<file path="config.mk">
export PLATFORM = sky130hd
export DESIGN_NAME = bcl_loader
export DESIGN_NICKNAME = d
export VERILOG_FILES = /design/src/hw/bcl_fifo.v /design/src/hw/bcl_loader.v
export VERILOG_INCLUDE_DIRS = /design/src /design/src/hw
export SDC_FILE = /design/constraint.sdc
export NUM_CORES = 1
export LEC_CHECK = 0
export ABC_CLOCK_PERIOD_IN_PS = 7320
export BUFFER_PORTS_ARGS = -buffer_cell sky130_fd_sc_hd__buf_4
export CORE_MARGIN = 2
export CORE_UTILIZATION = 40
export CTS_CLUSTER_DIAMETER = 120
export DETAILED_ROUTE_END_ITERATION = 7
export GPL_ROUTABILITY_DRIVEN = 0
export PLACE_DENSITY = 0.54
export SYNTH_ARGS = -nofsm -noshare
export SYNTH_HDL_FRONTEND = slang
export SYNTH_SLANG_ARGS = --single-unit
</file>
<file path="constraint.sdc">
create_clock -name clk_i -period 7.32 [get_ports clk_i]
set_input_delay 0.732 -clock clk_i [delete_from_list [all_inputs] [get_ports clk_i]]
set_output_delay 0.732 -clock clk_i [all_outputs]
set_load 0.1 [all_outputs]
</file>
<file path="src/hw/bcl_consts.vh">
// Constants for the boot configuration loader.
// Assumes inclusion by bare name from the design files.
`ifndef BCL_CONSTS_VH
`define BCL_CONSTS_VH
`define BCL_CLK_MHZ          50
`define BCL_WAKE_NS          30000
`define BCL_WAKE_CYC         ((`BCL_WAKE_NS * `BCL_CLK_MHZ + 999) / 1000)
`define BCL_OP_WAKE          8'hAB
`define BCL_OP_FREAD         8'h0B
`define BCL_START_ADDR       24'h00_0000
`define BCL_DUMMY_BITS       8
`define BCL_MODE_ACTIVE      2'h0
`define BCL_MODE_PASSIVE     2'h1
`define BCL_MODE_SCAN        2'h2
`define BCL_SCLK_DIV         4
`define BCL_FIFO_DEPTH       8
`endif

</file>
<file path="src/hw/bcl_fifo.v">
// Small synchronous FIFO between bit assembly and configuration memory write.
// Assumes one clock and a synchronous active high reset.
`timescale 1ns/10ps
`default_nettype none
module bcl_fifo #(
    parameter WIDTH = 32,
    parameter DEPTH = 8,
    parameter AW    = 3
) (
    input  wire             clk_i,
    input  wire             srst_i,
    input  wire [WIDTH-1:0] in_data_i,
    input  wire             in_valid_i,
    output wire             in_ready_o,
    output wire [WIDTH-1:0] out_data_o,
    output wire             out_valid_o,
    input  wire             out_ready_i
);
    reg [WIDTH-1:0] mem_q [0:DEPTH-1];
    reg [AW-1:0]    wr_q;
    reg [AW-1:0]    rd_q;
    reg [AW:0]      cnt_q;
    wire            push;
    wire            pop;

    assign in_ready_o  = (cnt_q != DEPTH[AW:0]);
    assign out_valid_o = (cnt_q != {(AW+1){1'b0}});
    assign out_data_o  = mem_q[rd_q];
    assign push        = in_valid_i && in_ready_o;
    assign pop         = out_valid_o && out_ready_i;

    always @(posedge clk_i) begin
        if (push) begin
            mem_q[wr_q] <= in_data_i;
        end
        if (srst_i) begin
            wr_q  <= {AW{1'b0}};
            rd_q  <= {AW{1'b0}};
            cnt_q <= {(AW+1){1'b0}};
        end else begin
            if (push) begin
                wr_q <= (wr_q == DEPTH[AW-1:0] - 1'b1) ? {AW{1'b0}} : wr_q + 1'b1;
            end
            if (pop) begin
                rd_q <= (rd_q == DEPTH[AW-1:0] - 1'b1) ? {AW{1'b0}} : rd_q + 1'b1;
            end
            if (push && !pop) begin
                cnt_q <= cnt_q + 1'b1;
            end else if (pop && !push) begin
                cnt_q <= cnt_q - 1'b1;
            end
        end
    end
endmodule
`default_nettype wire

</file>
<file path="src/hw/bcl_loader.v">
// Boot configuration loader: fills configuration memory from flash,
// an external master or the test port, then releases user mode.
// Assumes config_reset_n, passive and scan pins are asynchronous to clk_i.
`timescale 1ns/10ps
`default_nettype none
`include "bcl_consts.vh"
module bcl_loader #(
    parameter WORD_W    = 32,
    parameter AW        = 16,
    parameter LEN_WORDS = 16'h0100,
    parameter WAKE_CYC  = `BCL_WAKE_CYC
) (
    input  wire              clk_i,
    input  wire              srst_i,
    input  wire              config_reset_n_i,
    input  wire [1:0]        mode_i,
    input  wire [5:0]        width_i,
    input  wire [3:0]        flash_dq_i,
    output reg  [3:0]        flash_dq_o,
    output reg  [3:0]        flash_dq_oe_o,
    output reg               flash_sclk_o,
    output reg               flash_cs_n_o,
    input  wire              pas_clk_i,
    input  wire              pas_cs_n_i,
    input  wire [31:0]       pas_data_i,
    input  wire              tck_i,
    input  wire              tdi_i,
    output reg               cfg_we_o,
    output reg  [AW-1:0]     cfg_addr_o,
    output reg  [WORD_W-1:0] cfg_data_o,
    output reg               user_mode_o,
    output reg               width_err_o
);
    localparam S_IDLE = 3'd0;
    localparam S_WAKE = 3'd1;
    localparam S_WAIT = 3'd2;
    localparam S_CMD  = 3'd3;
    localparam S_DUMY = 3'd4;
    localparam S_DATA = 3'd5;
    localparam S_DRN  = 3'd6;
    localparam S_DONE = 3'd7;
    localparam [7:0]   OP_WAKE  = `BCL_OP_WAKE;
    localparam [7:0]   OP_FREAD = `BCL_OP_FREAD;
    localparam integer DUMMY_N  = `BCL_DUMMY_BITS;

    ////////////////////////////////////////////////////////////////////////////
    // Two-flop synchronisers for every asynchronous input
    reg [36:0] s1_q;
    reg [36:0] s2_q;
    always @(posedge clk_i) begin
        s1_q <= {config_reset_n_i, pas_clk_i, pas_cs_n_i, tck_i, tdi_i, pas_data_i};
        s2_q <= s1_q;
    end
    wire        rst_n_s = s2_q[36];
    wire        pclk_s  = s2_q[35];
    wire        pcs_n_s = s2_q[34];
    wire        tck_s   = s2_q[33];
    wire        tdi_s   = s2_q[32];
    wire [31:0] pdat_s  = s2_q[31:0];
    reg         rst_n_q;
    reg         pclk_q;
    reg         tck_q;
    always @(posedge clk_i) begin
        rst_n_q <= rst_n_s;
        pclk_q  <= pclk_s;
        tck_q   <= tck_s;
    end
    wire start   = rst_n_s && !rst_n_q;
    wire prise   = pclk_s && !pclk_q;
    wire trise   = tck_s && !tck_q;

    ////////////////////////////////////////////////////////////////////////////
    // Mode and width check, latched at start
    reg [1:0] mode_q;
    reg [5:0] wid_q;
    reg       wid_ok;
    always @* begin
        case (mode_i)
            `BCL_MODE_ACTIVE:  wid_ok = (width_i == 6'd1) || (width_i == 6'd2) ||
                                        (width_i == 6'd4);
            `BCL_MODE_PASSIVE: wid_ok = (width_i == 6'd1) || (width_i == 6'd2) ||
                                        (width_i == 6'd4) || (width_i == 6'd8) ||
                                        (width_i == 6'd16) || (width_i == 6'd32);
            `BCL_MODE_SCAN:    wid_ok = (width_i == 6'd1);
            default:           wid_ok = 1'b0;
        endcase
    end

    ////////////////////////////////////////////////////////////////////////////
    // Internal serial clock divider; it is the only source of the flash clock
    reg [7:0]  div_q;
    wire       tick = (div_q == `BCL_SCLK_DIV - 1);
    reg [2:0]  st_q;
    reg [15:0] wait_q;
    reg [5:0]  bit_q;
    reg [31:0] sh_q;
    reg [31:0] acc_q;
    reg [5:0]  fill_q;
    reg        push_q;
    reg [AW-1:0] words_q;
    wire       fifo_rdy;
    wire       fifo_vld;
    wire [WORD_W-1:0] fifo_dat;
    // Passive and test-port loads must leave the flash clock still
    wire       flash_run = (st_q == S_WAKE) || (st_q == S_CMD) || (st_q == S_DUMY) ||
                           ((st_q == S_DATA) && (mode_q == `BCL_MODE_ACTIVE));

    // Input sample for the current mode and width, LSB-aligned
    reg        samp_en;
    reg [31:0] samp_bits;
    always @* begin
        samp_en   = 1'b0;
        samp_bits = 32'h0000_0000;
        case (mode_q)
            `BCL_MODE_ACTIVE: begin
                samp_en   = (st_q == S_DATA) && tick && flash_sclk_o && fifo_rdy;
                samp_bits = (wid_q == 6'd1) ? {31'h0000_0000, flash_dq_i[1]} :
                            {28'h000_0000, flash_dq_i};
            end
            `BCL_MODE_PASSIVE: begin
                samp_en   = (st_q == S_DATA) && prise && !pcs_n_s;
                samp_bits = pdat_s;
            end
            `BCL_MODE_SCAN: begin
                samp_en   = (st_q == S_DATA) && trise;
                samp_bits = {31'h0000_0000, tdi_s};
            end
            default: begin
                samp_en   = 1'b0;
                samp_bits = 32'h0000_0000;
            end
        endcase
    end

    // Mask selects the bits of the active width
    wire [31:0] wmask = (wid_q == 6'd32) ? 32'hFFFF_FFFF : ((32'h0000_0001 << wid_q) - 1'b1);
    wire [5:0]  nfill = fill_q + wid_q;

    ////////////////////////////////////////////////////////////////////////////
    // Sequencer
    always @(posedge clk_i) begin
        if (srst_i) begin
            st_q          <= S_IDLE;
            div_q         <= 8'h00;
            wait_q        <= 16'h0000;
            bit_q         <= 6'd0;
            sh_q          <= 32'h0000_0000;
            acc_q         <= 32'h0000_0000;
            fill_q        <= 6'd0;
            push_q        <= 1'b0;
            words_q       <= {AW{1'b0}};
            mode_q        <= `BCL_MODE_ACTIVE;
            wid_q         <= 6'd1;
            flash_sclk_o  <= 1'b0;
            flash_cs_n_o  <= 1'b1;
            flash_dq_o    <= 4'h0;
            flash_dq_oe_o <= 4'h0;
            user_mode_o   <= 1'b0;
            width_err_o   <= 1'b0;
        end else begin
            div_q  <= tick ? 8'h00 : div_q + 8'h01;
            push_q <= 1'b0;
            if (tick && flash_run && !(st_q == S_DATA && !fifo_rdy && flash_sclk_o)) begin
                flash_sclk_o <= !flash_sclk_o;
            end
            if (samp_en) begin
                acc_q  <= acc_q | ((samp_bits & wmask) << (WORD_W - nfill));
                fill_q <= nfill;
                if (nfill == 6'd32) begin
                    push_q <= 1'b1;
                    fill_q <= 6'd0;
                end
            end
            if (push_q) begin
                acc_q   <= 32'h0000_0000;
                words_q <= words_q + 1'b1;
            end
            case (st_q)
                S_IDLE: begin
                    if (start) begin
                        user_mode_o <= 1'b0;
                        mode_q      <= mode_i;
                        wid_q       <= width_i;
                        width_err_o <= !wid_ok;
                        words_q     <= {AW{1'b0}};
                        fill_q      <= 6'd0;
                        acc_q       <= 32'h0000_0000;
                        if (wid_ok) begin
                            if (mode_i == `BCL_MODE_ACTIVE) begin
                                st_q          <= S_WAKE;
                                sh_q          <= {`BCL_OP_WAKE, 24'h00_0000};
                                bit_q         <= 6'd8;
                                flash_cs_n_o  <= 1'b0;
                                flash_dq_oe_o <= 4'h1;
                                flash_dq_o    <= {3'b000, OP_WAKE[7]};
                            end else begin
                                st_q <= S_DATA;
                            end
                        end
                    end
                end
                S_WAKE, S_CMD: begin
                    if (tick && flash_sclk_o) begin
                        sh_q       <= {sh_q[30:0], 1'b0};
                        flash_dq_o <= {3'b000, sh_q[30]};
                        bit_q      <= bit_q - 6'd1;
                        if (bit_q == 6'd1) begin
                            flash_dq_oe_o <= 4'h0;
                            if (st_q == S_WAKE) begin
                                st_q         <= S_WAIT;
                                flash_cs_n_o <= 1'b1;
                                wait_q       <= 16'h0000;
                            end else begin
                                st_q  <= S_DUMY;
                                bit_q <= DUMMY_N[5:0];
                            end
                        end
                    end
                end
                S_WAIT: begin
                    // Saturate and wait for the next tick, so any nonzero 16-bit wait length works
                    if (wait_q != WAKE_CYC[15:0]) begin
                        wait_q <= wait_q + 16'h0001;
                    end
                    if (wait_q >= WAKE_CYC[15:0] - 16'h0001 && tick) begin
                        st_q          <= S_CMD;
                        sh_q          <= {`BCL_OP_FREAD, `BCL_START_ADDR};
                        bit_q         <= 6'd32;
                        flash_cs_n_o  <= 1'b0;
                        flash_dq_oe_o <= 4'h1;
                        flash_dq_o    <= {3'b000, OP_FREAD[7]};
                    end
                end
                S_DUMY: begin
                    if (tick && flash_sclk_o) begin
                        bit_q <= bit_q - 6'd1;
                        if (bit_q == 6'd1) begin
                            st_q <= S_DATA;
                        end
                    end
                end
                S_DATA: begin
                    if (push_q && words_q == LEN_WORDS[AW-1:0] - 1'b1) begin
                        st_q         <= S_DRN;
                        flash_cs_n_o <= 1'b1;
                    end
                end
                S_DRN: begin
                    if (!fifo_vld) begin
                        st_q        <= S_DONE;
                        user_mode_o <= 1'b1;
                    end
                end
                S_DONE: begin
                    if (start) begin
                        st_q <= S_IDLE;
                    end
                end
                default: begin
                    st_q <= S_IDLE;
                end
            endcase
            if (!rst_n_s) begin
                st_q          <= S_IDLE;
                user_mode_o   <= 1'b0;
                flash_cs_n_o  <= 1'b1;
                flash_sclk_o  <= 1'b0;
                flash_dq_oe_o <= 4'h0;
            end
        end
    end

    ////////////////////////////////////////////////////////////////////////////
    // Word buffer and configuration memory write port
    reg [AW-1:0] waddr_q;
    always @(posedge clk_i) begin
        if (srst_i || start) begin
            cfg_we_o   <= 1'b0;
            cfg_addr_o <= {AW{1'b0}};
            cfg_data_o <= {WORD_W{1'b0}};
            waddr_q    <= {AW{1'b0}};
        end else begin
            cfg_we_o <= fifo_vld;
            if (fifo_vld) begin
                cfg_data_o <= fifo_dat;
                cfg_addr_o <= waddr_q;
                waddr_q    <= waddr_q + 1'b1;
            end
        end
    end

    bcl_fifo #(
        .WIDTH (WORD_W),
        .DEPTH (`BCL_FIFO_DEPTH),
        .AW    (3)
    ) u_fifo (
        .clk_i       (clk_i),
        .srst_i      (srst_i),
        .in_data_i   (acc_q),
        .in_valid_i  (push_q),
        .in_ready_o  (fifo_rdy),
        .out_data_o  (fifo_dat),
        .out_valid_o (fifo_vld),
        .out_ready_i (1'b1)
    );
endmodule
`default_nettype wire

</file>
== After elaboration in Yosys (flattened, before gate mapping) ==
Memories as Yosys holds them, arrays and structs flattened. A register that Yosys moved wholly into a read port is not among the register bits.
Cells that the tools add are included.

* Magnitude comparators: 1
* Equal/unequal tests: 40
* Multiplexer cells: 78
* $add $sub $neg: 12
* Bitwise logic cells: 4
* Reductions and logical operators: 61
* Shift-type cells: 2

{| class="wikitable"
|+ Operators with widths
! kind !! number
|-
| $mux W32 || 5
|-
| $mux W31 || 5
|-
| $mux W16 || 7
|-
| $pmux W32 S3 || 1
|-
| $pmux W31 S3 || 1
|-
| $mux W6 || 12
|-
| $add A16 B1 Y16 const B || 3
|-
| $mux W4 || 11
|-
| $mux W3 || 14
|-
| $and A32 B32 Y32 || 1
|-
| $or A32 B32 Y32 || 1
|-
| $pmux W16 S2 || 1
|-
| $shl A1 B6 Y32 const A || 1
|-
| $shl A32 B32 Y32 || 1
|-
| $sub A32 B1 Y32 const B || 1
|-
| $pmux W4 S3 || 2
|-
| $pmux W6 S4 || 1
|-
| $pmux W3 S7 || 1
|-
| $logic_and A1 B1 Y1 || 20
|-
| $ne A2 B2 Y1 const B || 10
|-
| $eq A3 B3 Y1 const B || 6
|-
| $eq A6 B1 Y1 const B || 3
|-
| $eq A6 B6 Y1 const B || 3
|-
| $eq A16 B8 Y1 const B || 1
|-
| 40 further kinds || 86
|}

* Input port bits: 51
* Register bits after elaboration: 259
* Bits in writable memories: 256
* Output and inout port bits: 61
* Memories: 1

{| class="wikitable"
|+ Memories
! name !! words !! width !! read ports !! clocked after memory_dff !! wr ports !! RTL line !! source
|-
| u_fifo.mem_q || 8 || 32 || 1 || 1 || 1 || bcl_fifo.v:19 || <nowiki>reg [WIDTH-1:0] mem_q [0:DEPTH-1];</nowiki>
|}

== Depth between registers and ports, before layout ==
* Depth in word-level cells: 10
* Depth in mapped cells: 15

== By module ==
From an unflattened synthesis, not the netlist that was laid out.

* Cells, all modules: 1831
* Area, all modules: 22546.6 um2

{| class="wikitable"
|+ Modules (own cells, without submodules)
! module !! instances !! area an instance (um2) !! sequential area each (um2) !! cells each
|-
| bcl_loader || 1 || 12114.1 || 5024.8 || 1386
|-
| bcl_fifo || 1 || 10432.5 || 7947.6 || 445
|}

== Worst setup path before layout ==
OpenSTA, ideal clock, no wires.

* Path kind: reg2reg
* Start point: register push_q
* End point: memory u_fifo.mem_q[0][0], enable pin
* Data arrival time: 3.880 ns
* Stages on the path, launching flop included: 4
* Slack: 2.938 ns
* Period minus slack after synthesis: 4.382 ns
* Data required time: 6.818 ns
* Buffers on the path: 1
* Library setup time: 0.502 ns
* Cells stage by stage: dfxtp_1 -> clkbuf_1 -> nand2_1 -> nor4_1

* Longest elaborated chain between the ends: 3

{| class="wikitable"
|+ RTL lines
! what !! RTL line !! source
|-
| from (decl) || bcl_loader.v:99 || <nowiki>reg push_q;</nowiki>
|-
| from (signal assigned) || bcl_loader.v:150 || <nowiki>push_q <= 1'b0;</nowiki>
|-
| from (signal assigned) || bcl_loader.v:162 || <nowiki>push_q <= 1'b0;</nowiki>
|-
| from (signal assigned) || bcl_loader.v:170 || <nowiki>push_q <= 1'b1;</nowiki>
|-
| $logic_and A1 B1 Y1 || bcl_fifo.v:29 || <nowiki>assign push = in_valid_i && in_ready_o;</nowiki>
|-
| $mux W1 || bcl_fifo.v:33 || <nowiki>if (push) begin</nowiki>
|-
| $mux W1 (implied by the code) || bcl_fifo.v:34 || <nowiki>mem_q[wr_q] <= in_data_i;</nowiki>
|-
| to (decl) || bcl_fifo.v:19 ||
|}

Every way passes these cells.

== Worst setup path after layout ==
* Start point: register wid_q[0]
* End point: register acc_q[18]

* Longest elaborated chain between the ends: 10
* Elaborated cells on any way between the ends: 16

{| class="wikitable"
|+ RTL lines
! what !! RTL line !! source
|-
| from (decl) || bcl_loader.v:75 || <nowiki>reg [5:0] wid_q;</nowiki>
|-
| from (signal assigned) || bcl_loader.v:183 || <nowiki>wid_q <= width_i;</nowiki>
|-
| $shl A1 B6 Y32 / $eq A6 B1 Y1 (equally long branches) || bcl_loader.v:136, bcl_loader.v:117 ||
|-
| $sub A32 B1 Y32 / $mux W4 (equally long branches) || bcl_loader.v:136, bcl_loader.v:117 ||
|-
| $mux W32 / $pmux W32 S3 (equally long branches) || bcl_loader.v:136, bcl_loader.v:114 ||
|-
| $and A32 B32 Y32 || bcl_loader.v:167 || <nowiki>acc_q <= acc_q | ((samp_bits & wmask) << (WORD_W - nfill));</nowiki>
|-
| $shl A32 B32 Y32 * || bcl_loader.v:167 ||
|-
| $or A32 B32 Y32 * || bcl_loader.v:167 ||
|-
| $mux W32 * || bcl_loader.v:166 || <nowiki>if (samp_en) begin</nowiki>
|-
| $mux W32 * || bcl_loader.v:174 || <nowiki>if (push_q) begin</nowiki>
|-
| $mux W32 || bcl_loader.v:180 || <nowiki>if (start) begin</nowiki>
|-
| $mux W32 * || bcl_loader.v:178 || <nowiki>case (st_q)</nowiki>
|-
| to (signal assigned) || bcl_loader.v:167 ||
|-
| to (decl) || bcl_loader.v:97 || <nowiki>reg [31:0] acc_q;</nowiki>
|}

Mark *: on every way between the ends. The rest lies on a longest branch, timed or not.
A chain may end at the register's enable or synchronous reset.

==> impl_metrics.tcl <==
set metrics [dict create \
    fin_skew_ps 15.3 \
    cts-resized-gates 0 \
    max_stage_delay_ps 870 \
    p_per_area_nw_per_um2 314 \
    tritoncts "done" \
    synth_cells 1896 \
    wl_um 52900 \
    crit_required_ps 7840 \
    gr-usage-all-layers_pct 18.5 \
    die_width_um 240 \
    drc 0 \
    critPathLaunchType "register" \
    fin_util_pct 46.4 \
    async_flop_share_pct 0 \
    r2r_setup_slack_ps 1920 \
    r2r-start "wid_q[0]" \
    worst_setup_path_end_kind "register" \
    worst_setup_path_startpoint "wid_q[0]" \
    route.top_layer_used "met4" \
    worst_slew_pin_slew_ps 1200 \
    initial_standard_cell_utilization_of_the_core_pct 40.4 \
    synth.yosys.seq_area_share_pct 58.2 \
    wirelength_met1_um 24700 \
    worst_setup_hold_path_clk_slew_ps 60 \
    r2r_end "acc_q[18]" \
    clkSinkCount 517 \
    number_of_antenna_violations_at_the_first_check_in_global_routing 0 \
    yosysUniqueCellTypes 92 \
    reg2regPathDepth 14 \
    ctsRootBufferMaster "sky130_fd_sc_hd__clkbuf_16" \
    finalSetupTns_ps 0 \
    grt_pass1_vias 14604 \
    power.static_leakage_nw 8.99 \
    ant_nets 0 \
    fmax_ghz 0.185 \
    final.min_clock_period_ps 5400 \
    worst_path_most_repeated_cell "sky130_fd_sc_hd__buf_4" \
    final-setup-viol-count 0 \
    vdd.ir_drop.worst_mv 0.205 \
    maxSlewHeadroom_pct 19.2 \
    floorplan.die_area_um2 57400 \
    cp_top_family "buffers and inverters" \
    first_pass_iteration_count_of_the_detailed_router 5 \
    detail_route.wl_per_cell_um 19.2 \
    holdBufCountCts 0 \
    finalMaxSlewViolations 0 \
    routed_vias_inst 5.53 \
    diodes 0 \
    yosysWarnings 0 \
    htree_num_levels 2 \
    syn_avg_cell_area_um2 11.7 \
    critical_path.endpoint "acc_q[18]" \
    final_net_count 2037 \
    cts_setup_buffers 0 \
    fp.dieH_um 240 \
    postSynthRegisterBits 517 \
    layout-drive-gt1-share_pct 16.7 \
    hpwlAfterDp_um 33600 \
    grt_remaining_overflow 0 \
    latest_clock_arrival_within_the_worst_skew_pair_ps 610 \
    drv.max_cap_violation_count 0 \
    wl_met2_um 24300 \
    status "completed" \
    area_growth_syn_to_layout_pct 15.0 \
    cts_inserted_buffers 55 \
    cpMaxStageDelayCell "sky130_fd_sc_hd__dfxtp_1" \
    drtIter0Drc 1346 \
    cp_num_cells 14 \
    wire_length_of_the_first_global_routing_pass_um 83800 \
    cp_data_arrival_time_ps 5920 \
    placement_rows 86 \
    maximum_number_of_pins_on_one_net_before_global_route_repair 87 \
    dr_wl_met3_um 2800 \
    min_period_over_period_pct 73.8 \
    path_category_of_the_worst_min_delay_check "input port to register" \
    ioPinCount 112 \
    detailroute.via_count 15245 \
    crit_type "register to register" \
    buffer_ports.inserted 105 \
    cts_buffer_depth 3 \
    dominant_synthesized_flop_cell "sky130_fd_sc_hd__dfxtp_1" \
    hold_viol 0 \
    cp_cell_sequence "ha_1 -> buf_4 -> inv_1 -> buf_4 -> ha_1 -> buf_4 -> clkinv_1 -> nor3_1 -> a32oi_1 -> a311o_1 -> nor2b_1 -> o32ai_1 -> a221oi_1 -> o31ai_1" \
    critical_path.n_buffers_inverters 5 \
    syn-cell-area_um2 22200 \
    synth_enable_flop_cells 256 \
    grt_setup_unrepaired "no" \
    critical_path.max_fanout 54 \
    core_area_um2 55000 \
]
logic make-up after synthesis:
family	synth area share, %
simple gates	13.3
mux	9.73
other cells	0.0169
flops	58.2
buf+inv	2.87
compound gates	12.2
fa+ha+maj	1.37
xor+xnor	2.34
worst min path at each step:
| stage | from | to | cells past startpoint |
|---|---|---|---|
| finish | pas_data_i[10] | s1_q[10] | 1 |
| global route | pas_data_i[27] | s1_q[27] | 1 |
| detailed placement | s1_q[10] | s2_q[10] | 0 |
| floorplan | s1_q[0] | s2_q[0] | 0 |
| CTS | pas_data_i[27] | s1_q[27] | 1 |
| global placement | s1_q[34] | s2_q[34] | 0 |
metal layers:
metal,global-route usage (%),vias up
met4,5.15,0
met3,3.18,85
met2,28.9,452
met1,26.6,7407
met5,0,-
li1,-,7301
layout by cell type, fill, tap and decap left out, types with 18 or more instances in the layout:
cell	count
sky130_fd_sc_hd__a211oi_1	43
sky130_fd_sc_hd__a21oi_1	90
sky130_fd_sc_hd__a31oi_1	23
sky130_fd_sc_hd__and3_1	19
sky130_fd_sc_hd__buf_4	133
sky130_fd_sc_hd__clkbuf_16	56
sky130_fd_sc_hd__dfxtp_1	258
sky130_fd_sc_hd__edfxtp_1	256
sky130_fd_sc_hd__ha_1	22
sky130_fd_sc_hd__inv_1	31
sky130_fd_sc_hd__mux2i_1	55
sky130_fd_sc_hd__mux4_2	68
sky130_fd_sc_hd__nand2_1	156
sky130_fd_sc_hd__nand3_1	51
sky130_fd_sc_hd__nor2_1	191
sky130_fd_sc_hd__nor3_1	45
sky130_fd_sc_hd__o21ai_0	58
sky130_fd_sc_hd__or3_1	18
sky130_fd_sc_hd__xor2_1	39
sequential cells by signal, indices dropped and copies added, names as in the netlist, 7 cells and up:
name	cells
cfg_addr_o	16
s2_q	37
cfg_data_o	32
words_q	16
div_q	8
wait_q	16
acc_q	32
s1_q	37
waddr_q	16
sh_q	7
u_fifo.mem_q	256
metrics by stage:
| step | cell area, um2 | power [W] | worst slack [ps] | instances | hold WS, ps |
|---|---|---|---|---|---|
| after floorplan | 22200 | 0.00489 | 2940 | 1901 | 310 |
| final | 25500 | 0.00803 | 1920 | 2757 | 227 |
| after global routing | 25500 | 0.00840 | 1550 | 2757 | 192 |
| after detailed placement | 23700 | 0.00536 | 2080 | 2654 | 312 |
| after CTS | 25500 | 0.00814 | 2040 | 2757 | 186 |
| after global placement | 23700 | 0.00535 | 2180 | 2654 | 311 |
report_power, final:
part | total, W | internal, W | leakage [nW] | switching, W
Sequential | 0.00326 | 0.00314 | 4.62 | 0.000124
Combinational | 0.00201 | 0.000680 | 3.48 | 0.00133
Clock | 0.00275 | 0.00161 | 0.881 | 0.00114
cell type report:
| type | count | area [um2] |
|---|---|---|
| multi-input cells | 1223 | 8730 |
| repair buffers | 133 | 998 |
| fillers | 5043 | 29500 |
| flip-flops and latches | 517 | 12900 |
| clock buffers | 79 | 1580 |
| clock inverters | 24 | 244 |
| well taps | 748 | 936 |
| inverters | 33 | 124 |
synth_stat cells (13+ instances only):
library cell	number	area share, %
sky130_fd_sc_hd__dfxtp_1	261	24
sky130_fd_sc_hd__o31ai_1	15	0.51
sky130_fd_sc_hd__nor3_1	49	1.1
sky130_fd_sc_hd__and2_1	13	0.37
sky130_fd_sc_hd__a21oi_1	90	2.0
sky130_fd_sc_hd__nor4_1	17	0.48
sky130_fd_sc_hd__a31oi_1	23	0.65
sky130_fd_sc_hd__xor2_1	39	1.5
sky130_fd_sc_hd__clkbuf_1	101	1.7
sky130_fd_sc_hd__inv_1	31	0.52
sky130_fd_sc_hd__mux2i_1	55	2.5
sky130_fd_sc_hd__edfxtp_1	256	35
sky130_fd_sc_hd__buf_1	20	0.34
sky130_fd_sc_hd__ha_1	22	1.2
sky130_fd_sc_hd__mux4_2	68	6.9
sky130_fd_sc_hd__and3_1	19	0.54
sky130_fd_sc_hd__nand2b_1	15	0.42
sky130_fd_sc_hd__xnor2_1	15	0.59
sky130_fd_sc_hd__a211oi_1	44	1.5
sky130_fd_sc_hd__nor2_1	194	3.3
sky130_fd_sc_hd__nand2_1	157	2.7
sky130_fd_sc_hd__nand4_1	13	0.37
sky130_fd_sc_hd__o211ai_1	15	0.51
sky130_fd_sc_hd__or3_1	18	0.51
sky130_fd_sc_hd__nand3_1	51	1.1
sky130_fd_sc_hd__o21ai_0	58	1.3
(Power assumes the default switching activity.)
